$ cat config.mk
export PLATFORM = sky130hd
export DESIGN_NAME = trim_config_and_packet_buffer
export DESIGN_NICKNAME = d
export VERILOG_FILES = /design/src/design/trim_pkg.sv /design/src/design/packet_link_if.sv /design/src/design/packet_shifter.sv /design/src/design/trim_config_and_packet_buffer.sv
export SDC_FILE = /design/constraint.sdc
export NUM_CORES = 1
export LEC_CHECK = 0
export ABC_AREA = 1
export BUFFER_PORTS_ARGS = -buffer_cell sky130_fd_sc_hd__clkbuf_2
export CAP_MARGIN = 20
export CORE_UTILIZATION = 38
export DETAILED_ROUTE_END_ITERATION = 12
export GPL_TIMING_DRIVEN = 0
export PLACE_DENSITY = 0.56
export SLEW_MARGIN = 10
export SYNTH_ARGS = -nofsm -noshare
export SYNTH_HDL_FRONTEND = slang
export SYNTH_SLANG_ARGS = --single-unit
$ cat constraint.sdc
create_clock -name CLOCK_I -period 10.4 [get_ports CLOCK_I]
set_clock_uncertainty 0.15 [all_clocks]
set_input_delay 1.04 -clock CLOCK_I [delete_from_list [all_inputs] [get_ports CLOCK_I]]
set_output_delay 1.04 -clock CLOCK_I [all_outputs]
set_load 0.02 [all_outputs]
$ cat src/design/trim_pkg.sv
// Constants shared by the trim and packet buffer register bank.
// Assumes an 8-bit register index; byte address is four times the index.
package trim_pkg;

  // ==========================================================================
  // Register indexes
  localparam logic [7:0] IDX_BIAS_REF = 8'h54;
  localparam logic [7:0] IDX_IF_FILTER = 8'h55;
  localparam logic [7:0] IDX_RECEIVER = 8'h56;
  localparam logic [7:0] IDX_SYNTH_LOOP = 8'h57;
  localparam logic [7:0] IDX_ANTENNA = 8'h58;
  localparam logic [7:0] IDX_SIGNAL_STRENGTH = 8'h59;
  localparam logic [7:0] IDX_DISCRIMINATOR = 8'h5a;
  localparam logic [7:0] IDX_CRYSTAL = 8'h5b;
  localparam logic [7:0] IDX_LNA_TEMP = 8'h5c;
  localparam logic [7:0] IDX_PROPORTIONAL = 8'h5d;
  localparam logic [7:0] IDX_MISC = 8'h5e;
  localparam logic [7:0] IDX_CHECKSUM = 8'h5f;
  localparam logic [7:0] IDX_WRITE_KEY = 8'h60;
  localparam logic [7:0] IDX_PACKET_LENGTH = 8'h61;
  localparam logic [7:0] IDX_ANALOG_TEST = 8'h62;
  localparam logic [7:0] IDX_TEMPERATURE = 8'h6a;
  localparam logic [7:0] IDX_CHANNEL1 = 8'h6b;
  localparam logic [7:0] IDX_CHANNEL2 = 8'h6c;
  localparam logic [7:0] IDX_CHANNEL3 = 8'h6d;
  localparam logic [7:0] IDX_PACKET_FIRST = 8'h70;
  localparam logic [7:0] IDX_PACKET_LAST = 8'h7f;

  // ==========================================================================
  // Reset values and keys
  localparam logic [7:0] TRIM_RESET = 8'h00;
  localparam logic [7:0] WRITE_KEY_RESET = 8'h00;
  localparam logic [7:0] NV_UNLOCK_KEY = 8'h95;

  // ==========================================================================
  // Field positions and masks
  localparam int RX_CALIBRATED_BIT = 7;
  localparam int RX_GAIN_BIT = 6;
  localparam logic [7:0] RX_WRITE_MASK = 8'h7f;
  localparam int SYNTH_FILTER_BIT = 3;
  localparam int MISC_SQUELCH_BIT = 2;
  localparam int MISC_SLIP_BIT = 1;
  localparam int MISC_AUTO_COMP_BIT = 0;
  localparam logic [7:0] MISC_WRITE_MASK = 8'hf7;
  localparam int ATEST_TCOMP_OFF_BIT = 0;
  localparam logic [7:0] ATEST_WRITE_MASK = 8'h01;

  // ==========================================================================
  // Packet buffer
  localparam int PACKET_BITS = 128;
  localparam logic [7:0] PACKET_MAX_LENGTH = 8'h80;
  localparam logic [7:0] PACKET_LENGTH_OFF = 8'h00;

endpackage

$ cat src/design/packet_link_if.sv
// Signals between the register bank and its packet shift register.
// Assumes both ends run on the same system clock.
interface packet_link_if;
  logic baud_clock;
  logic data_bit;
  logic rearm;
  logic [7:0] length;
  logic [trim_pkg::PACKET_BITS-1:0] bits;
  logic [7:0] count;

  modport owner(output baud_clock, output data_bit, output rearm,
                output length, input bits, input count);
  modport shifter(input baud_clock, input data_bit, input rearm,
                  input length, output bits, output count);
endinterface

$ cat src/design/packet_shifter.sv
// 128-bit received packet shift register.
// Assumes baud clock and data bit are synchronous to the system clock.
module packet_shifter (
  input wire logic clock_i,
  input wire logic rst_i,
  packet_link_if.shifter link
);

  logic baud_prev;
  logic baud_rise;
  logic [7:0] limit;
  logic active;

  // ==========================================================================
  // Baud clock edge and capture window
  assign baud_rise = link.baud_clock & ~baud_prev;
  assign limit = (link.length > trim_pkg::PACKET_MAX_LENGTH) ?
                 trim_pkg::PACKET_MAX_LENGTH : link.length;
  assign active = (link.length != trim_pkg::PACKET_LENGTH_OFF) &&
                  (link.count < limit);

  always_ff @(posedge clock_i or posedge rst_i) begin
    if (rst_i) begin
      baud_prev <= 1'b0;
    end else begin
      baud_prev <= link.baud_clock;
    end
  end

  // ==========================================================================
  // Shifting: earliest bit ends at the top after a full 128-bit packet
  always_ff @(posedge clock_i or posedge rst_i) begin
    if (rst_i) begin
      link.bits <= '0;
      link.count <= 8'h00;
    end else if (link.rearm) begin
      link.bits <= '0;
      link.count <= 8'h00;
    end else if (baud_rise && active) begin
      link.bits <= {link.bits[trim_pkg::PACKET_BITS-2:0],
                    link.data_bit};
      link.count <= link.count + 8'h01;
    end
  end

endmodule

$ cat src/design/trim_config_and_packet_buffer.sv
// Trim, configuration and received-packet register bank of a transceiver.
// Assumes a classic Wishbone master on the system clock and a clock and
// data recovery block whose baud clock and data bit are synchronous to it.
//
// Function
// - Receiver bit 7 flags good oscillator calibration; bit 6 picks amp gain.
// - Synth loop bit 3 selects internal loop filter when set, else external.
// - Synth loop bits 2:0 charge-pump current, larger code more; 7:4 phase.
// - Antenna shunt control uses upper nibble in transmit, lower in receive.
// - Signal strength register holds slope 7:6, offset 5:4, resistor 3:0.
// - Analog test disable bit bypasses strength temperature compensation.
// - Discriminator register: filter bandwidth 7:4, offset 3:0, zero minimum.
// - IF filter register: centre code upper nibble, bandwidth lower nibble.
// - Crystal 7:4 bias current; low bits oscillator coarse and slope.
// - Misc upper nibble is plain user storage with no effect.
// - Misc bit 2 squelch, bit 1 cycle slip, bit 0 auto compensation.
// - Checksum register holds the nonvolatile array check value.
// - Nonvolatile writes permitted only while the key register holds 0x95.
// - Read-only register shows latest temperature conversion result.
// - Three read-only registers show channel 1, 2, 3 conversion results.
// - Packet bits captured only while packet length is non-zero.
// - Capture uses a 128-bit shift register fed by recovered data bit.
// - Shift register advances on recovered baud clock ticks only.
// - First received bit enters first, ends as MSB of first packet byte after 128 bits.
// - Packet length counts bits; zero disables, largest is 128.
module trim_config_and_packet_buffer (
  // System
  input wire logic CLOCK_I,
  input wire logic RST_I,
  // Wishbone slave
  input wire logic CYC_I,
  input wire logic STB_I,
  input wire logic WE_I,
  input wire logic [9:0] ADR_I,
  input wire logic [3:0] SEL_I,
  input wire logic [31:0] DAT_I,
  output logic [31:0] DAT_O,
  output logic ACK_O,
  // Radio state and calibration
  input wire logic TRANSMIT_I,
  input wire logic CAL_DONE_I,
  input wire logic CAL_OK_I,
  // Conversion results
  input wire logic [7:0] TEMPERATURE_RESULT_I,
  input wire logic [7:0] CHANNEL1_RESULT_I,
  input wire logic [7:0] CHANNEL2_RESULT_I,
  input wire logic [7:0] CHANNEL3_RESULT_I,
  // Clock and data recovery
  input wire logic BAUD_CLOCK_I,
  input wire logic DATA_BIT_I,
  input wire logic PACKET_START_I,
  // Analog trims
  output logic [7:0] BIAS_REFERENCE_ADJUST_O,
  output logic [3:0] IF_CENTER_ADJUST_O,
  output logic [3:0] IF_BANDWIDTH_ADJUST_O,
  output logic FRONT_AMP_GAIN_SELECT_O,
  output logic [5:0] IMAGE_REJECT_AMPLITUDE_ADJUST_O,
  output logic [3:0] IMAGE_REJECT_PHASE_ADJUST_O,
  output logic INTERNAL_LOOP_FILTER_O,
  output logic [2:0] CHARGE_PUMP_CURRENT_O,
  output logic [3:0] ANTENNA_SHUNT_O,
  output logic [1:0] STRENGTH_SLOPE_O,
  output logic [1:0] STRENGTH_OFFSET_O,
  output logic [3:0] STRENGTH_RESISTOR_O,
  output logic STRENGTH_TEMP_BYPASS_O,
  output logic [3:0] DISCRIMINATOR_BANDWIDTH_O,
  output logic [3:0] DISCRIMINATOR_OFFSET_O,
  output logic [3:0] CRYSTAL_BIAS_ADJUST_O,
  output logic [3:0] QUICK_START_OSCILLATOR_TRIM_O,
  output logic [7:0] LNA_AND_TEMP_SENSOR_ADJUST_O,
  output logic [7:0] PROPORTIONAL_CURRENT_ADJUST_O,
  // Miscellaneous enables
  output logic DISCRIMINATOR_SQUELCH_ENABLE_O,
  output logic QUICK_START_OSCILLATOR_SLIP_ENABLE_O,
  output logic QUICK_START_OSCILLATOR_AUTO_COMP_O,
  // Nonvolatile memory
  output logic [7:0] NONVOLATILE_CHECKSUM_O,
  output logic NONVOLATILE_WRITE_ENABLE_O
);

  // ==========================================================================
  // Register storage
  logic [7:0] bias_reference_adjust;
  logic [7:0] if_filter_adjust;
  logic [7:0] receiver_adjust_status;
  logic [7:0] synth_loop_adjust;
  logic [7:0] antenna_capacitance_adjust;
  logic [7:0] signal_strength_adjust;
  logic [7:0] discriminator_offset_adjust;
  logic [7:0] crystal_current_adjust;
  logic [7:0] lna_and_temp_sensor_adjust;
  logic [7:0] proportional_current_adjust;
  logic [7:0] misc_config;
  logic [7:0] nonvolatile_checksum;
  logic [7:0] nonvolatile_write_key;
  logic [7:0] packet_length;
  logic [7:0] analog_test_mode;
  logic calibrated;

  // ==========================================================================
  // Bus decode
  logic access;
  logic write_strobe;
  logic [7:0] index;
  logic [7:0] next_read;

  assign access = CYC_I & STB_I & ~ACK_O;
  assign write_strobe = access & WE_I & SEL_I[0];
  assign index = ADR_I[9:2];

  // True when the current access writes the register at the given index.
  function automatic logic writes(input logic [7:0] target);
    writes = write_strobe && (index == target);
  endfunction

  // Byte of the packet buffer; byte 0 holds the top eight bits.
  function automatic logic [7:0] packet_byte(
    input logic [trim_pkg::PACKET_BITS-1:0] bits,
    input logic [7:0] position
  );
    logic [3:0] slot;
    slot = position[3:0];
    packet_byte = bits[(trim_pkg::PACKET_BITS - 1) - 8 * slot -: 8];
  endfunction

  // ==========================================================================
  // Packet shift register
  packet_link_if link ();

  assign link.baud_clock = BAUD_CLOCK_I;
  assign link.data_bit = DATA_BIT_I;
  assign link.length = packet_length;
  assign link.rearm = PACKET_START_I |
                      (write_strobe && (index == trim_pkg::IDX_PACKET_LENGTH));

  packet_shifter shifter (
    .clock_i(CLOCK_I),
    .rst_i(RST_I),
    .link(link)
  );

  // ==========================================================================
  // Adjustment registers
  always_ff @(posedge CLOCK_I or posedge RST_I) begin
    if (RST_I) begin
      bias_reference_adjust <= trim_pkg::TRIM_RESET;
      if_filter_adjust <= trim_pkg::TRIM_RESET;
      receiver_adjust_status <= trim_pkg::TRIM_RESET;
      synth_loop_adjust <= trim_pkg::TRIM_RESET;
      antenna_capacitance_adjust <= trim_pkg::TRIM_RESET;
      signal_strength_adjust <= trim_pkg::TRIM_RESET;
      discriminator_offset_adjust <= trim_pkg::TRIM_RESET;
      crystal_current_adjust <= trim_pkg::TRIM_RESET;
      lna_and_temp_sensor_adjust <= trim_pkg::TRIM_RESET;
      proportional_current_adjust <= trim_pkg::TRIM_RESET;
    end else begin
      if (writes(trim_pkg::IDX_BIAS_REF)) begin
        bias_reference_adjust <= DAT_I[7:0];
      end
      if (writes(trim_pkg::IDX_IF_FILTER)) begin
        if_filter_adjust <= DAT_I[7:0];
      end
      if (writes(trim_pkg::IDX_RECEIVER)) begin
        receiver_adjust_status <= DAT_I[7:0] & trim_pkg::RX_WRITE_MASK;
      end
      if (writes(trim_pkg::IDX_SYNTH_LOOP)) begin
        synth_loop_adjust <= DAT_I[7:0];
      end
      if (writes(trim_pkg::IDX_ANTENNA)) begin
        antenna_capacitance_adjust <= DAT_I[7:0];
      end
      if (writes(trim_pkg::IDX_SIGNAL_STRENGTH)) begin
        signal_strength_adjust <= DAT_I[7:0];
      end
      if (writes(trim_pkg::IDX_DISCRIMINATOR)) begin
        discriminator_offset_adjust <= DAT_I[7:0];
      end
      if (writes(trim_pkg::IDX_CRYSTAL)) begin
        crystal_current_adjust <= DAT_I[7:0];
      end
      if (writes(trim_pkg::IDX_LNA_TEMP)) begin
        lna_and_temp_sensor_adjust <= DAT_I[7:0];
      end
      if (writes(trim_pkg::IDX_PROPORTIONAL)) begin
        proportional_current_adjust <= DAT_I[7:0];
      end
    end
  end

  // ==========================================================================
  // Configuration registers
  always_ff @(posedge CLOCK_I or posedge RST_I) begin
    if (RST_I) begin
      misc_config <= trim_pkg::TRIM_RESET;
      nonvolatile_checksum <= trim_pkg::TRIM_RESET;
      nonvolatile_write_key <= trim_pkg::WRITE_KEY_RESET;
      packet_length <= trim_pkg::PACKET_LENGTH_OFF;
      analog_test_mode <= trim_pkg::TRIM_RESET;
    end else begin
      if (writes(trim_pkg::IDX_MISC)) begin
        misc_config <= DAT_I[7:0] & trim_pkg::MISC_WRITE_MASK;
      end
      if (writes(trim_pkg::IDX_CHECKSUM)) begin
        nonvolatile_checksum <= DAT_I[7:0];
      end
      if (writes(trim_pkg::IDX_WRITE_KEY)) begin
        nonvolatile_write_key <= DAT_I[7:0];
      end
      if (writes(trim_pkg::IDX_PACKET_LENGTH)) begin
        packet_length <= DAT_I[7:0];
      end
      if (writes(trim_pkg::IDX_ANALOG_TEST)) begin
        analog_test_mode <= DAT_I[7:0] & trim_pkg::ATEST_WRITE_MASK;
      end
    end
  end

  // ==========================================================================
  // Oscillator calibration status
  // Each completed calibration overwrites the flag with its own outcome.
  always_ff @(posedge CLOCK_I or posedge RST_I) begin
    if (RST_I) begin
      calibrated <= 1'b0;
    end else if (CAL_DONE_I) begin
      calibrated <= CAL_OK_I;
    end
  end

  // ==========================================================================
  // Read multiplexer
  always_comb begin
    next_read = 8'h00;
    case (index)
      trim_pkg::IDX_BIAS_REF: next_read = bias_reference_adjust;
      trim_pkg::IDX_IF_FILTER: next_read = if_filter_adjust;
      trim_pkg::IDX_RECEIVER: begin
        next_read = receiver_adjust_status;
        next_read[trim_pkg::RX_CALIBRATED_BIT] = calibrated;
      end
      trim_pkg::IDX_SYNTH_LOOP: next_read = synth_loop_adjust;
      trim_pkg::IDX_ANTENNA: next_read = antenna_capacitance_adjust;
      trim_pkg::IDX_SIGNAL_STRENGTH: next_read = signal_strength_adjust;
      trim_pkg::IDX_DISCRIMINATOR: next_read = discriminator_offset_adjust;
      trim_pkg::IDX_CRYSTAL: next_read = crystal_current_adjust;
      trim_pkg::IDX_LNA_TEMP: next_read = lna_and_temp_sensor_adjust;
      trim_pkg::IDX_PROPORTIONAL: next_read = proportional_current_adjust;
      trim_pkg::IDX_MISC: next_read = misc_config;
      trim_pkg::IDX_CHECKSUM: next_read = nonvolatile_checksum;
      trim_pkg::IDX_WRITE_KEY: next_read = nonvolatile_write_key;
      trim_pkg::IDX_PACKET_LENGTH: next_read = packet_length;
      trim_pkg::IDX_ANALOG_TEST: next_read = analog_test_mode;
      trim_pkg::IDX_TEMPERATURE: next_read = TEMPERATURE_RESULT_I;
      trim_pkg::IDX_CHANNEL1: next_read = CHANNEL1_RESULT_I;
      trim_pkg::IDX_CHANNEL2: next_read = CHANNEL2_RESULT_I;
      trim_pkg::IDX_CHANNEL3: next_read = CHANNEL3_RESULT_I;
      default: begin
        if (index >= trim_pkg::IDX_PACKET_FIRST &&
            index <= trim_pkg::IDX_PACKET_LAST) begin
          next_read = packet_byte(link.bits, index);
        end
      end
    endcase
  end

  // ==========================================================================
  // Bus answer
  // Every access, mapped or not, is acknowledged one cycle after it starts.
  always_ff @(posedge CLOCK_I or posedge RST_I) begin
    if (RST_I) begin
      ACK_O <= 1'b0;
      DAT_O <= 32'h0000_0000;
    end else begin
      ACK_O <= access;
      if (access && !WE_I) begin
        DAT_O <= {24'h00_0000, next_read};
      end
    end
  end

  // ==========================================================================
  // Trim outputs
  always_ff @(posedge CLOCK_I or posedge RST_I) begin
    if (RST_I) begin
      ANTENNA_SHUNT_O <= 4'h0;
      STRENGTH_TEMP_BYPASS_O <= 1'b0;
      NONVOLATILE_WRITE_ENABLE_O <= 1'b0;
    end else begin
      ANTENNA_SHUNT_O <= TRANSMIT_I ? antenna_capacitance_adjust[7:4] :
                         antenna_capacitance_adjust[3:0];
      STRENGTH_TEMP_BYPASS_O <=
        analog_test_mode[trim_pkg::ATEST_TCOMP_OFF_BIT];
      NONVOLATILE_WRITE_ENABLE_O <=
        (nonvolatile_write_key == trim_pkg::NV_UNLOCK_KEY);
    end
  end

  assign BIAS_REFERENCE_ADJUST_O = bias_reference_adjust;
  assign IF_CENTER_ADJUST_O = if_filter_adjust[7:4];
  assign IF_BANDWIDTH_ADJUST_O = if_filter_adjust[3:0];
  assign FRONT_AMP_GAIN_SELECT_O =
    receiver_adjust_status[trim_pkg::RX_GAIN_BIT];
  assign IMAGE_REJECT_AMPLITUDE_ADJUST_O = receiver_adjust_status[5:0];
  assign IMAGE_REJECT_PHASE_ADJUST_O = synth_loop_adjust[7:4];
  assign INTERNAL_LOOP_FILTER_O =
    synth_loop_adjust[trim_pkg::SYNTH_FILTER_BIT];
  assign CHARGE_PUMP_CURRENT_O = synth_loop_adjust[2:0];
  assign STRENGTH_SLOPE_O = signal_strength_adjust[7:6];
  assign STRENGTH_OFFSET_O = signal_strength_adjust[5:4];
  assign STRENGTH_RESISTOR_O = signal_strength_adjust[3:0];
  assign DISCRIMINATOR_BANDWIDTH_O = discriminator_offset_adjust[7:4];
  assign DISCRIMINATOR_OFFSET_O = discriminator_offset_adjust[3:0];
  assign CRYSTAL_BIAS_ADJUST_O = crystal_current_adjust[7:4];
  assign QUICK_START_OSCILLATOR_TRIM_O = crystal_current_adjust[3:0];
  assign LNA_AND_TEMP_SENSOR_ADJUST_O = lna_and_temp_sensor_adjust;
  assign PROPORTIONAL_CURRENT_ADJUST_O = proportional_current_adjust;
  assign DISCRIMINATOR_SQUELCH_ENABLE_O =
    misc_config[trim_pkg::MISC_SQUELCH_BIT];
  assign QUICK_START_OSCILLATOR_SLIP_ENABLE_O =
    misc_config[trim_pkg::MISC_SLIP_BIT];
  assign QUICK_START_OSCILLATOR_AUTO_COMP_O =
    misc_config[trim_pkg::MISC_AUTO_COMP_BIT];
  assign NONVOLATILE_CHECKSUM_O = nonvolatile_checksum;

endmodule

**Yosys cells after proc, flatten, opt, wreduce, memory -nomap -nowiden**

Index checks and enable logic that the tools add are counted.

- $add $sub $neg: 2
- $lt $le $gt $ge: 4
- Equal/unequal tests: 20
- Shift operators: 1
- Mux-type cells: 8
- Bitwise gates (word level): 8
- Reductions and logical operators: 22

Operator list:

| cell | number |
|---|---|
| $mux W128 | 2 |
| $eq A8 B7 Y1 const B | 19 |
| $pmux W8 S19 | 1 |
| $shiftx A135 B33 Y8 | 1 |
| $mux W8 | 4 |
| $logic_and A1 B1 Y1 | 19 |
| $add A8 B1 Y8 const B | 1 |
| $eq A8 B8 Y1 const B | 1 |
| $ge A8 B7 Y1 const B | 1 |
| $gt A8 B8 Y1 const B | 1 |
| $le A8 B7 Y1 const B | 1 |
| $lt A8 B8 Y1 | 1 |
| $reduce_bool A8 Y1 | 1 |
| $sub A7 B7 Y8 const A | 1 |
| $and A1 B1 Y1 | 5 |
| $mux W4 | 1 |
| $not A1 Y1 | 2 |
| $reduce_bool A2 Y1 | 1 |
| $logic_not A1 Y1 | 1 |
| $or A1 B1 Y1 | 1 |

- Flip-flop bits (word level): 264
- Input port bits: 89
- Output and inout port bits: 121
- Logic and storage cells: 89

**Depth between registers and ports, before layout**

Gate-level depths: netlist of run 1.

- Depth after elaboration: 7
- Gate-level depth with buffers: 14
- Depth with buffers taken out: 12

**By module**

Synthesis of run 1 repeated with hierarchy kept, for this count alone.

- Cells, all modules: 2093
- Area, all modules: 14690.3 um2

By module, submodules not included:

| module | instances | cells an instance | area an instance (um2) | seq. area each (um2) |
|---|---|---|---|---|
| trim_config_and_packet_buffer | 1 | 1160 | 7781.2 | 3178.0 |
| packet_shifter | 1 | 933 | 6909.1 | 3428.3 |

**Least setup slack after synthesis of run 1**

OpenSTA, ideal clock, no wires.

- Path kind: register to register
- Start: reg packet_length[4], in the netlist link.length[4]
- End: reg shifter.link.bits[110]
- Library setup time: 113 ps
- Data arrival time: 2455 ps
- Required time: 10137 ps
- Slack: 7681 ps
- Stages on the path, launching flop included: 13
- Buffers on the path: 2
- Period minus slack after synthesis: 2719 ps
- Cells stage by stage: dfrtp_1 -> or2_2 -> o31ai_1 -> nand2_1 -> ha_1 -> a21oi_1 -> o211ai_1 -> nor2_1 -> buf_2 -> clkbuf_1 -> nand3_1 -> nand2_1 -> inv_1

- Longest elaborated chain between the ends: 6
- Elaborated cells on any way between the ends: 7
- Classes of those cells: order compare (2); mux (1); reduce/logical (4)

RTL lines:

| what | line | source |
|---|---|---|
| start: declaration | trim_config_and_packet_buffer.sv:96 | `logic [7:0] packet_length;` |
| start signal: assignment | trim_config_and_packet_buffer.sv:197 | `packet_length <= trim_pkg::PACKET_LENGTH_OFF;` |
| start signal: assignment | trim_config_and_packet_buffer.sv:210 | `packet_length <= DAT_I[7:0];` |
| $gt A8 B8 Y1 | packet_shifter.sv:17 | `assign limit = (link.length > trim_pkg::PACKET_MAX_LENGTH) ?` |
| $mux W8 | packet_shifter.sv:17 |  |
| $lt A8 B8 Y1 | packet_shifter.sv:20 | `(link.count < limit);` |
| $logic_and A1 B1 Y1 (*) | packet_shifter.sv:19 | `assign active = (link.length != trim_pkg::PACKET_LENGTH_OFF) &&` |
| $logic_and A1 B1 Y1 (*) | packet_shifter.sv:39 | `end else if (baud_rise && active) begin` |
| $reduce_bool A2 Y1 (no line) (*) | -- |  |
| end signal: assignment | packet_shifter.sv:40 | `link.bits <= {link.bits[trim_pkg::PACKET_BITS-2:0],` |
| end: declaration | packet_link_if.sv:14 | `input length, output bits, output count);` |

Mark *: on every way between the ends. The rest lies on a longest branch, timed or not.
A chain may end at the register's enable or synchronous reset.

**Worst setup path after layout of run 1**

- Start: reg packet_length[4], in the netlist link.length[4]
- End: reg shifter.link.count[0]

- Longest elaborated chain between the ends: 6
- Elaborated cells on any way between the ends: 7
- Classes of those cells: order compare (2); mux (1); reduce/logical (4)

RTL lines:

| what | line | source |
|---|---|---|
| $gt A8 B8 Y1 | packet_shifter.sv:17 |  |
| $mux W8 | packet_shifter.sv:17 |  |
| $lt A8 B8 Y1 | packet_shifter.sv:20 |  |
| $logic_and A1 B1 Y1 (*) | packet_shifter.sv:19 |  |
| $logic_and A1 B1 Y1 (*) | packet_shifter.sv:39 |  |
| $reduce_bool A2 Y1 (no line) (*) | -- |  |
| end signal: assignment | packet_shifter.sv:42 | `link.count <= link.count + 8'h01;` |
| end: declaration | packet_link_if.sv:14 |  |

Marks and branches as above.

==> qor.yml, run 1 <==
place.gp.congestion: 0.917
residual_antenna_violating_net_count_after_detailed_routing: 0
rsz_0062_raised_after_global_routing: "false"
path_max_fanout: 10
power.leakage_nw: 9.77
setup_slack_ns: 6.87
synthFlopType: "dfrtp_1"
cell_row_count: 70
drc: 0
clkTransAtPathRegs_ns: 0.07
antenna_violations_before_repair: 1
top_level_ports: 210
synth_top_cell_area_share_pct: 46.2
area_of_all_placed_cells_without_fillers_sq_um: 16900
period_share_pct: 33.9
drtIter0Drc: 1126
vdd_ir_drop_max_mv: 0.121
finalNetCount: 2339
num_vias: 13800
starting_density_of_the_core_pct: 38.9
setup_tns_ns: 0
routed_wire_length_per_instance_microns: 17.5
maxSlewViolCount: 0
dieWidth_microns: 196
first_pass_iteration_count_of_the_detailed_router: 5
cts.htree.levels: 1
critPathRequiredTime_ns: 10.74
syn-mean-instance-area_sq_um: 7.04
grt_first_pass_wirelength_mm: 74.2
cts_buffers: 30
die_area_sq_um: 38400
maximum_operating_frequency_ghz: 0.284
finalNonFillerCells: 2733
reg2reg_depth: 11
synth_edf_count: 0
totalWireLength_mm: 47.9
end_kind: "flip-flop"
largest_net_degree_at_the_start_of_global_routing: 108
critPathArrivalTime_ns: 3.87
status: "completed"
detail_route.vias_per_cell: 5.07
area_growth_pct: 18.4
gr-total-overflow: 0
cts-root-buf: "clkbuf_16"
placement.io_buffers: 155
synthesis.instances: 2030
async_set_reset_flop_share_out_of_synthesis_pct: 100
placeableCoreArea_sq_um: 36800
worst_slew_pin_slew_ns: 0.969
p_per_area_nw_per_um2: 155
pnr_total_power_mw: 2.63
relative_slew_slack_pct: 35.2
clk_latency_ns: 0.58
post_synth_instance_area_sq_um: 14300
number_of_clock_sinks: 264
vias_in_the_first_global_route: 12800
dominant_cell_by_count_in_the_synthesized_netlist: "nand2_1"
clock_tree_from_tritoncts: "done"
clk_path_buf_depth: 3
critPathLaunchType: "flip-flop"
worst-setup-path-type: "flip-flop to flip-flop"
cts_setup_buffers: 0
holdBufCountCts: 0
yosysWarnings: 0
ys_types: 32
drive_above_1_share_pct: 13.8
placed_area_sq_um: 15800
hold_viol: 0
dp.final_hpwl_mm: 35.0
synth.top_cells.by_count: "nand2_1 (751), nand3_1 (272), dfrtp_1 (264), inv_1 (199), nor2_1 (195)"
grt_util_all_layers_pct: 25.0
cap_violations: 0
dieHeight_microns: 196
ys_ff_latch: 264
dp_slack_ns: 6.82
synth.top_cells.by_area: "dfrtp_1 (46%), nand2_1 (20%), nand3_1 (9.5%)"
min_path_type: "flip-flop to flip-flop"
post_cts_resize_count: 0
synth_largest_area_cell: "dfrtp_1"
min_path_cells: 0
placed_cells: 2678
min_period_ns: 3.53
synth.yosys.seq_area_share_pct: 46.2
report.final.setup_viol: 0
worst max-delay path: stages (launching register included):
cell and delay [ns]:
dfrtp_1 0.41, or2_2 0.31, o31ai_1 0.44, nand2_1 0.11, ha_1 0.30, a21oi_1 0.14
o21ai_0 0.08, nand2_1 0.13, buf_2 0.36, buf_2 0.33, nand3_1 0.38, o21ai_0 0.29
registers in the layout, summed over array words and instances, names as in the netlist, 4 cells and up:
| name | cells |
|---|---|
| shifter.link.bits | 128 |
| receiver_adjust_status | 7 |
| synth_loop_adjust | 8 |
| link.length | 8 |
| nonvolatile_write_key | 8 |
| ANTENNA_SHUNT_O | 4 |
| discriminator_offset_adjust | 8 |
| misc_config | 7 |
| NONVOLATILE_CHECKSUM_O | 8 |
| crystal_current_adjust | 8 |
| shifter.link.count | 8 |
| antenna_capacitance_adjust | 8 |
| DAT_O | 8 |
| if_filter_adjust | 8 |
| PROPORTIONAL_CURRENT_ADJUST_O | 8 |
| signal_strength_adjust | 8 |
| BIAS_REFERENCE_ADJUST_O | 8 |
| LNA_AND_TEMP_SENSOR_ADJUST_O | 8 |
worst paths after layout:
check	from	endpoint	slack [ns]
min	analog_test_mode[0]$_DFFE_PP0P_	STRENGTH_TEMP_BYPASS_O$_DFF_PP0_	0.27
min reg2reg	analog_test_mode[0]$_DFFE_PP0P_	STRENGTH_TEMP_BYPASS_O$_DFF_PP0_	0.27
max	link.length[4]$_DFFE_PP0P_	shifter.link.count[0]$_DFFE_PP0P_	6.87
min in group asynchronous	RST_I	ACK_O$_DFF_PP0_	0.47
max in group asynchronous	RST_I	shifter.link.bits[35]$_DFFE_PP0P_	8.33
max reg2reg	link.length[4]$_DFFE_PP0P_	shifter.link.count[0]$_DFFE_PP0P_	6.87
metal layers:
| metal | GRT usage [%] | routed length [microns] |
|---|---|---|
| met5 | 0 | 0 |
| met2 | 40.8 | 22000 |
| met3 | 3.59 | 3160 |
| met4 | 7.99 | 1560 |
| met1 | 34.2 | 21200 |
power breakdown:
part           total [mW]  switching (mW)  internal (mW)
combinational       0.303           0.210         0.0936
sequential           1.12          0.0364           1.08
clock                1.21           0.450          0.761
total                2.63           0.696           1.93
per-stage QoR:
stage          hold WS (ns)  utilization, %
2_1_floorplan         0.225               -
3_3_place_gp          0.264            42.8
3_5_place_dp          0.258            43.0
4_1_cts               0.273            46.0
5_1_grt               0.296            46.0
6_report              0.272            46.0
layout by cell type, fill, tap and decap left out, drive strengths merged, types with 5 or more instances in the layout:
master	n
clkbuf	233
clkinv	6
dfrtp	264
inv	199
nand3	272
bufinv	8
conb	24
nor2	210
ha	8
buf	97
a21oi	9
xor2	5
o21ai	144
nand4	9
nand2	756
cell type report:
type / count / area, sq um
diodes: 1 / 2.50
clock inverters: 16 / 292
repair buffers: 157 / 831
fillers: 3806 / 19900
inverters: 200 / 759
plain buffers: 135 / 771
clock buffers: 38 / 832
multi-input cells: 1454 / 6250
flip-flops and latches: 264 / 6610
well taps: 468 / 586
cell families (layout without fill, tap and decap cells):
group | count (synthesis) | in the layout | share of synthesized area [%]
and+or+nand+nor | 1255 | 1255 | 36.2
buffers and inverters | 335 | 546 | 10.7
DFF | 264 | 264 | 46.2
AOI/OAI and AO/OA | 158 | 158 | 5.61
adders and majority gates | 8 | 8 | 0.700
xor gates and xnor gates | 6 | 6 | 0.368
muxes | 3 | 3 | 0.236
other | 1 | 25 | 0.0262
Note: power is estimated with default switching activity, not from simulation.
==> inputs of run 2 (changes only) <==
--- a/config.mk
+++ b/config.mk
@@ -5,13 +5,13 @@
 export SDC_FILE = /design/constraint.sdc
 export NUM_CORES = 1
 export LEC_CHECK = 0
-export ABC_AREA = 1
+export ABC_AREA = 0
 export BUFFER_PORTS_ARGS = -buffer_cell sky130_fd_sc_hd__clkbuf_2
 export CAP_MARGIN = 20
 export CORE_UTILIZATION = 38
 export DETAILED_ROUTE_END_ITERATION = 12
 export GPL_TIMING_DRIVEN = 0
-export PLACE_DENSITY = 0.56
+export PLACE_DENSITY = 0.59
 export SLEW_MARGIN = 10
 export SYNTH_ARGS = -nofsm -noshare
 export SYNTH_HDL_FRONTEND = slang
==> constraint.sdc (replaced) <==
create_clock -name CLOCK_I -period 3.1 [get_ports CLOCK_I]
set_clock_uncertainty 0.15 [all_clocks]
set_input_delay 0.31 -clock CLOCK_I [delete_from_list [all_inputs] [get_ports CLOCK_I]]
set_output_delay 0.31 -clock CLOCK_I [all_outputs]
set_load 0.02 [all_outputs]
==> qor.yml, run 2 <==
cts_buffers: 30
placed_area_sq_um: 14600
clkTransAtPathRegs_ns: 0.06
min_period_ns: 2.98
post_synth_fa_ha_maj_area_fraction_pct: 0.772
residual_antenna_violating_net_count_after_detailed_routing: 0
area_of_all_placed_cells_without_fillers_sq_um: 15700
min_path_type: "input port to flip-flop"
maxSlewViolCount: 0
vdd_ir_drop_max_mv: 0.425
vias_in_the_first_global_route: 10600
p_per_area_nw_per_um2: 487
drtIter0Drc: 1068
critPathArrivalTime_ns: 3.33
post_synth_instance_area_sq_um: 13000
dominant_combinational_cell_family_by_area_after_synthesis: "multiplexers"
cell_row_count: 67
cts.htree.levels: 1
share_of_the_synthesized_area_in_compound_gates_ao_oa_aoi_oai_pct: 12.2
async_set_reset_flop_share_out_of_synthesis_pct: 100
clk_path_buf_depth: 3
clock_tree_from_tritoncts: "done"
first_pass_iteration_count_of_the_detailed_router: 6
totalWireLength_mm: 45.9
end_kind: "flip-flop"
final_core_util_pct: 46.9
clk_latency_ns: 0.59
antenna_violations_before_repair: 2
max_reg_flops: 128
number_of_clock_sinks: 264
pnr_total_power_mw: 7.66
synthFlopType: "dfrtp_1"
most_common_cell_after_layout_fill_and_taps_aside: "nand2_1"
worst-setup-path-type: "flip-flop to flip-flop"
power.leakage_nw: 7.23
report.final.setup_viol: 0
placeableCoreArea_sq_um: 33500
layout.filler_cells: 3159
synth_xor_area_share_pct: 0.0675
post_synth_mux_area_share_pct: 17.7
synthesis.instances: 1253
area_growth_pct: 21.1
cts_setup_buffers: 0
yosys.area_share.simple_pct: 14.0
reg2reg_slack_ns: 0.12
detail_route.vias_per_cell: 5.65
num_vias: 11000
multi_input_area_sq_um: 5890
relative_slew_slack_pct: 28.2
regMostFlops: "shifter.link.bits"
setup_tns_ns: 0
routed_wire_length_per_instance_microns: 23.5
grt_first_pass_wirelength_mm: 68.6
synth_largest_area_cell: "dfrtp_1"
maximum_operating_frequency_ghz: 0.335
drive_above_1_share_pct: 29.2
starting_density_of_the_core_pct: 38.7
synth.yosys.seq_area_share_pct: 50.9
syn-mean-instance-area_sq_um: 10.4
cts-root-buf: "clkbuf_16"
synth.top_cells.by_area: "dfrtp_1 (51%), mux2_2 (11%), nand2_1 (8.8%)"
path_max_fanout: 10
worst_slew_pin_slew_ns: 1.06
layout_common_cells: "nand2_1 (303), dfrtp_1 (264), clkbuf_2 (158), a21oi_1 (155), mux2_2 (124)"
drc: 0
die_area_sq_um: 34900
largest_net_degree_at_the_start_of_global_routing: 38
place.gp.congestion: 0.944
placement.io_buffers: 154
status: "completed"
ys_ff_latch: 264
dieHeight_microns: 187
synth_top_cell_area_share_pct: 50.9
finalNetCount: 1582
period_share_pct: 96.2
top_level_ports: 210
gr-total-overflow: 0
dominant_cell_by_count_in_the_synthesized_netlist: "nand2_1"
critPathRequiredTime_ns: 3.45
dieWidth_microns: 187
critPathLaunchType: "flip-flop"
yosysWarnings: 0
dp.final_hpwl_mm: 33.9
hold_viol: 0
ys_types: 59
sequential_cell_area_sq_um: 6610
grt_util_all_layers_pct: 26.1
synth_edf_count: 0
minimum_hold_slack_ns: 0.0289
synth.top_cells.by_count: "nand2_1 (304), dfrtp_1 (264), a21oi_1 (156), mux2_2 (124), clkbuf_1 (43)"
cap_violations: 0
antennaDiodeCount: 0
run 2: final cells by class:
| type | count | area share (%) |
|---|---|---|
| inverter | 6 | 0.167 |
| timing repair buffer | 177 | 6.88 |
| sequential | 264 | 42.0 |
| tap | 448 | 3.57 |
| buffer | 109 | 3.50 |
| clock inverter | 10 | 0.541 |
| clock buffer | 44 | 5.81 |
| multi-input combinational | 897 | 37.5 |
run 2: report_power, final:
group	switching (mW)	total, mW	internal [mW]
logic	0.413	0.609	0.196
registers	0.0312	3.51	3.48
clock network	1.50	3.54	2.04
run 2: logic make-up (layout without fill, tap and decap cells):
group | after synthesis | in the layout
xor+xnor | 1 | 1
simple gates | 426 | 426
mux | 176 | 176
buf+inv | 115 | 346
flops | 264 | 264
compound gates | 262 | 262
fa+ha+maj | 8 | 8
other cells | 1 | 24
run 2: per-stage QoR:
| step | worst slack [ns] | std cells |
|---|---|---|
| floorplan | -0.844 | 1276 |
| global placement | -2.62 | 1878 |
| detailed placement | -0.294 | 1886 |
| CTS | 0.0400 | 1955 |
| global route | -0.0296 | 1955 |
| finish | 0.118 | 1955 |
run 2: final timing paths:
path	from	end	cells past startpoint
worst min-delay path	DAT_I[0]	synth_loop_adjust[0]$_DFFE_PP0P_	2
worst min register to register	analog_test_mode[0]$_DFFE_PP0P_	STRENGTH_TEMP_BYPASS_O$_DFF_PP0_	0
max in group asynchronous	RST_I	synth_loop_adjust[5]$_DFFE_PP0P_	7
worst max register to register	link.length[7]$_DFFE_PP0P_	shifter.link.bits[54]$_DFFE_PP0P_	11
worst max-delay path	link.length[7]$_DFFE_PP0P_	shifter.link.bits[54]$_DFFE_PP0P_	11
min in group asynchronous	RST_I	shifter.link.bits[94]$_DFFE_PP0P_	3
run 2: timing repair:
item | CTS | global route
endpoints found under the hold margin | 73 | 0
hold buffers | 15 | 0
resized for setup | 0 | 9
setup endpoints to repair | 0 | 102
run 2: worst max-delay path, cell delays in order, from the launching register on:
cell and delay (ns):
dfrtp_1 0.41, inv_1 0.19, nand2_1 0.08, ha_1 0.31
a21o_1 0.13, a21oi_1 0.06, o2111ai_1 0.32, a21o_1 0.22
buf_2 0.28, clkbuf_1 0.41, nand2_1 0.12, a21oi_1 0.22
run 2: layer usage:
metal  up-vias  wire, microns  GRT usage (%)
met5         -              9              0
met4         2           1310           7.47
met3        94           3990           5.83
met2       512          20300           38.9
met1      5553          20300           37.8
li1       4887              -              -
==> inputs of run 3 (changes only) <==
--- a/config.mk
+++ b/config.mk
@@ -6,12 +6,13 @@
 export NUM_CORES = 1
 export LEC_CHECK = 0
 export ABC_AREA = 0
-export BUFFER_PORTS_ARGS = -buffer_cell sky130_fd_sc_hd__clkbuf_2
 export CAP_MARGIN = 20
+export CORE_MARGIN = 1.5
 export CORE_UTILIZATION = 38
 export DETAILED_ROUTE_END_ITERATION = 12
+export DONT_BUFFER_PORTS = 1
 export GPL_TIMING_DRIVEN = 0
-export PLACE_DENSITY = 0.59
+export PLACE_DENSITY = 0.53
 export SLEW_MARGIN = 10
 export SYNTH_ARGS = -nofsm -noshare
 export SYNTH_HDL_FRONTEND = slang
==> constraint.sdc (replaced) <==
create_clock -name CLOCK_I -period 2.44 [get_ports CLOCK_I]
set_clock_uncertainty 0.15 [all_clocks]
set_input_delay 0.244 -clock CLOCK_I [delete_from_list [all_inputs] [get_ports CLOCK_I]]
set_output_delay 0.244 -clock CLOCK_I [all_outputs]
set_load 0.02 [all_outputs]
==> qor.yml, run 3 (synthesized netlist as in run 2, its figures left out) <==
cap_violations: 0
grt_util_all_layers_pct: 26.2
worst_setup_path_endpoint: "shifter.link.bits[51]$_DFFE_PP0P_"
dieHeight_microns: 188
reg2reg_slack_ns: -0.06
drive_above_1_share_pct: 38.2
pnr_total_power_mw: 9.95
worst_path_largest_cell_delay_ns: 0.41
cts.htree.levels: 1
worst-setup-path-type: "flip-flop to flip-flop"
critPathLaunchType: "flip-flop"
rsz_0062_raised_after_global_routing: "true"
final_core_util_pct: 49.8
clk_path_buf_depth: 3
first_pass_iteration_count_of_the_detailed_router: 5
clock_tree_from_tritoncts: "done"
min_path_type: "input port to flip-flop"
placed_cells: 1732
placement.io_buffers: 0
critical_path.cell_chain: "buf_6 > or3b_1 > a21o_1 > a211o_1 > a21oi_2 > buf_6 > clkbuf_16 > clkbuf_16 > nand2_4 > a21oi_2"
most_common_cell_after_layout_fill_and_taps_aside: "dfrtp_1"
report.final.setup_viol: 29
vias_in_the_first_global_route: 10200
maximum_operating_frequency_ghz: 0.399
placeableCoreArea_sq_um: 33500
dieWidth_microns: 188
setup.worst_path.start: "link.length[7]$_DFFE_PP0P_"
grt_busiest_layer: "met2"
maxSlewViolCount: 0
p_per_area_nw_per_um2: 596
die_area_sq_um: 35300
cell_row_count: 67
period_share_pct: 103
worst_r2r_endpoint: "shifter.link.bits[51]$_DFFE_PP0P_"
worst_slew_pin_slew_ns: 1.02
detail_route.vias_per_cell: 5.91
regMostFlops: "shifter.link.bits"
cts_buffers: 29
residual_antenna_violating_net_count_after_detailed_routing: 0
relative_slew_slack_pct: 31.0
area_of_all_placed_cells_without_fillers_sq_um: 16700
totalWireLength_mm: 48.3
finalNetCount: 1463
power.leakage_nw: 7.86
critPathArrivalTime_ns: 2.85
place.gp.congestion: 0.946
gr-total-overflow: 0
critPathSlowestCell: "dfrtp_1"
finalNonFillerCells: 1838
status: "complete, but fails checks"
r2r_start: "link.length[7]$_DFFE_PP0P_"
max_reg_flops: 128
routed_wire_length_per_instance_microns: 26.3
path_max_fanout: 6
met3_usage_pct: 8.31
min_period_ns: 2.50
critPathRequiredTime_ns: 2.79
layout_common_cells: "dfrtp_1 (264), nand2_1 (229), mux2_2 (124), a21oi_2 (106), nand2_4 (56)"
placed_area_sq_um: 13800
grt_first_pass_wirelength_mm: 68.8
largest_net_degree_at_the_start_of_global_routing: 38
end_kind: "flip-flop"
top_level_ports: 210
area_growth_pct: 28.8
minimum_hold_slack_ns: 0.0140
setup_slack_ns: -0.0647
antenna_violations_before_repair: 4
drc: 0
violations_in_the_final_reports: "setup timing"
hold_viol: 0
num_vias: 10900
starting_density_of_the_core_pct: 38.7
clkTransAtPathRegs_ns: 0.07
dp_slack_ns: -0.934
clk_latency_ns: 0.58
vdd_ir_drop_max_mv: 0.527
reg2reg_depth: 10
setup_tns_ns: -0.479
grt_use_met1_pct: 36.9
use_met2_pct: 38.9
number_of_clock_sinks: 264
drtIter0Drc: 1140
cts-root-buf: "clkbuf_16"
dp.final_hpwl_mm: 34.0
-- run 3: final cells by class --
cell class                 instances  area [sq um]
tap                              448           561
timing repair buffer              59           807
sequential                       264          6610
buffer                           109           827
clock buffer                      32           767
fill                            3051         16800
multi-input combinational        897          6850
antenna                            1          2.50
clock inverter                    22           256
inverter                           6          26.3
-- run 3: power by group --
part / total [mW] / switching [mW] / internal, mW
Combinational: 0.696 / 0.469 / 0.226
Clock: 4.74 / 1.94 / 2.80
Sequential: 4.51 / 0.0966 / 4.42
-- run 3: what timing repair did --
| item | in CTS | in global routing |
|---|---|---|
| hold buffers | 29 | 0 |
| pin swaps | 6 | 126 |
| setup buffers | 5 | 4 |
| hold endpoints to repair | 103 | 0 |
| gates cloned | 2 | 11 |
| endpoints found under the setup margin | 213 | 194 |
| resized for setup | 83 | 316 |
-- run 3: worst max-delay path: cells and delay by family, from the launching register on --
family | cells | cell delay, ns
compound gates | 4 | 0.82
buf+inv | 4 | 0.67
flops | 1 | 0.41
simple gates | 2 | 0.39
-- run 3: worst min path at each step --
stage,cells after the start,slack (ns),to,start
6_report,4,0.01,DAT_O[5]$_DFFE_PP0P_,CHANNEL3_RESULT_I[5]
5_1_grt,5,0.03,DAT_O[5]$_DFFE_PP0P_,TEMPERATURE_RESULT_I[5]
4_1_cts,5,0.0005,DAT_O[5]$_DFFE_PP0P_,TEMPERATURE_RESULT_I[5]
3_5_place_dp,1,0.05,shifter.link.bits[123]$_DFFE_PP0P_,RST_I
3_3_place_gp,0,0.13,shifter.baud_prev$_DFF_PP0_,BAUD_CLOCK_I
2_1_floorplan,0,0.13,shifter.baud_prev$_DFF_PP0_,BAUD_CLOCK_I
-- run 3: metal layers --
metal	up-vias	wire length [microns]
met3	109	5150
met1	5538	20200
met2	574	21300
li1	4633	-
met5	-	131
met4	4	1590
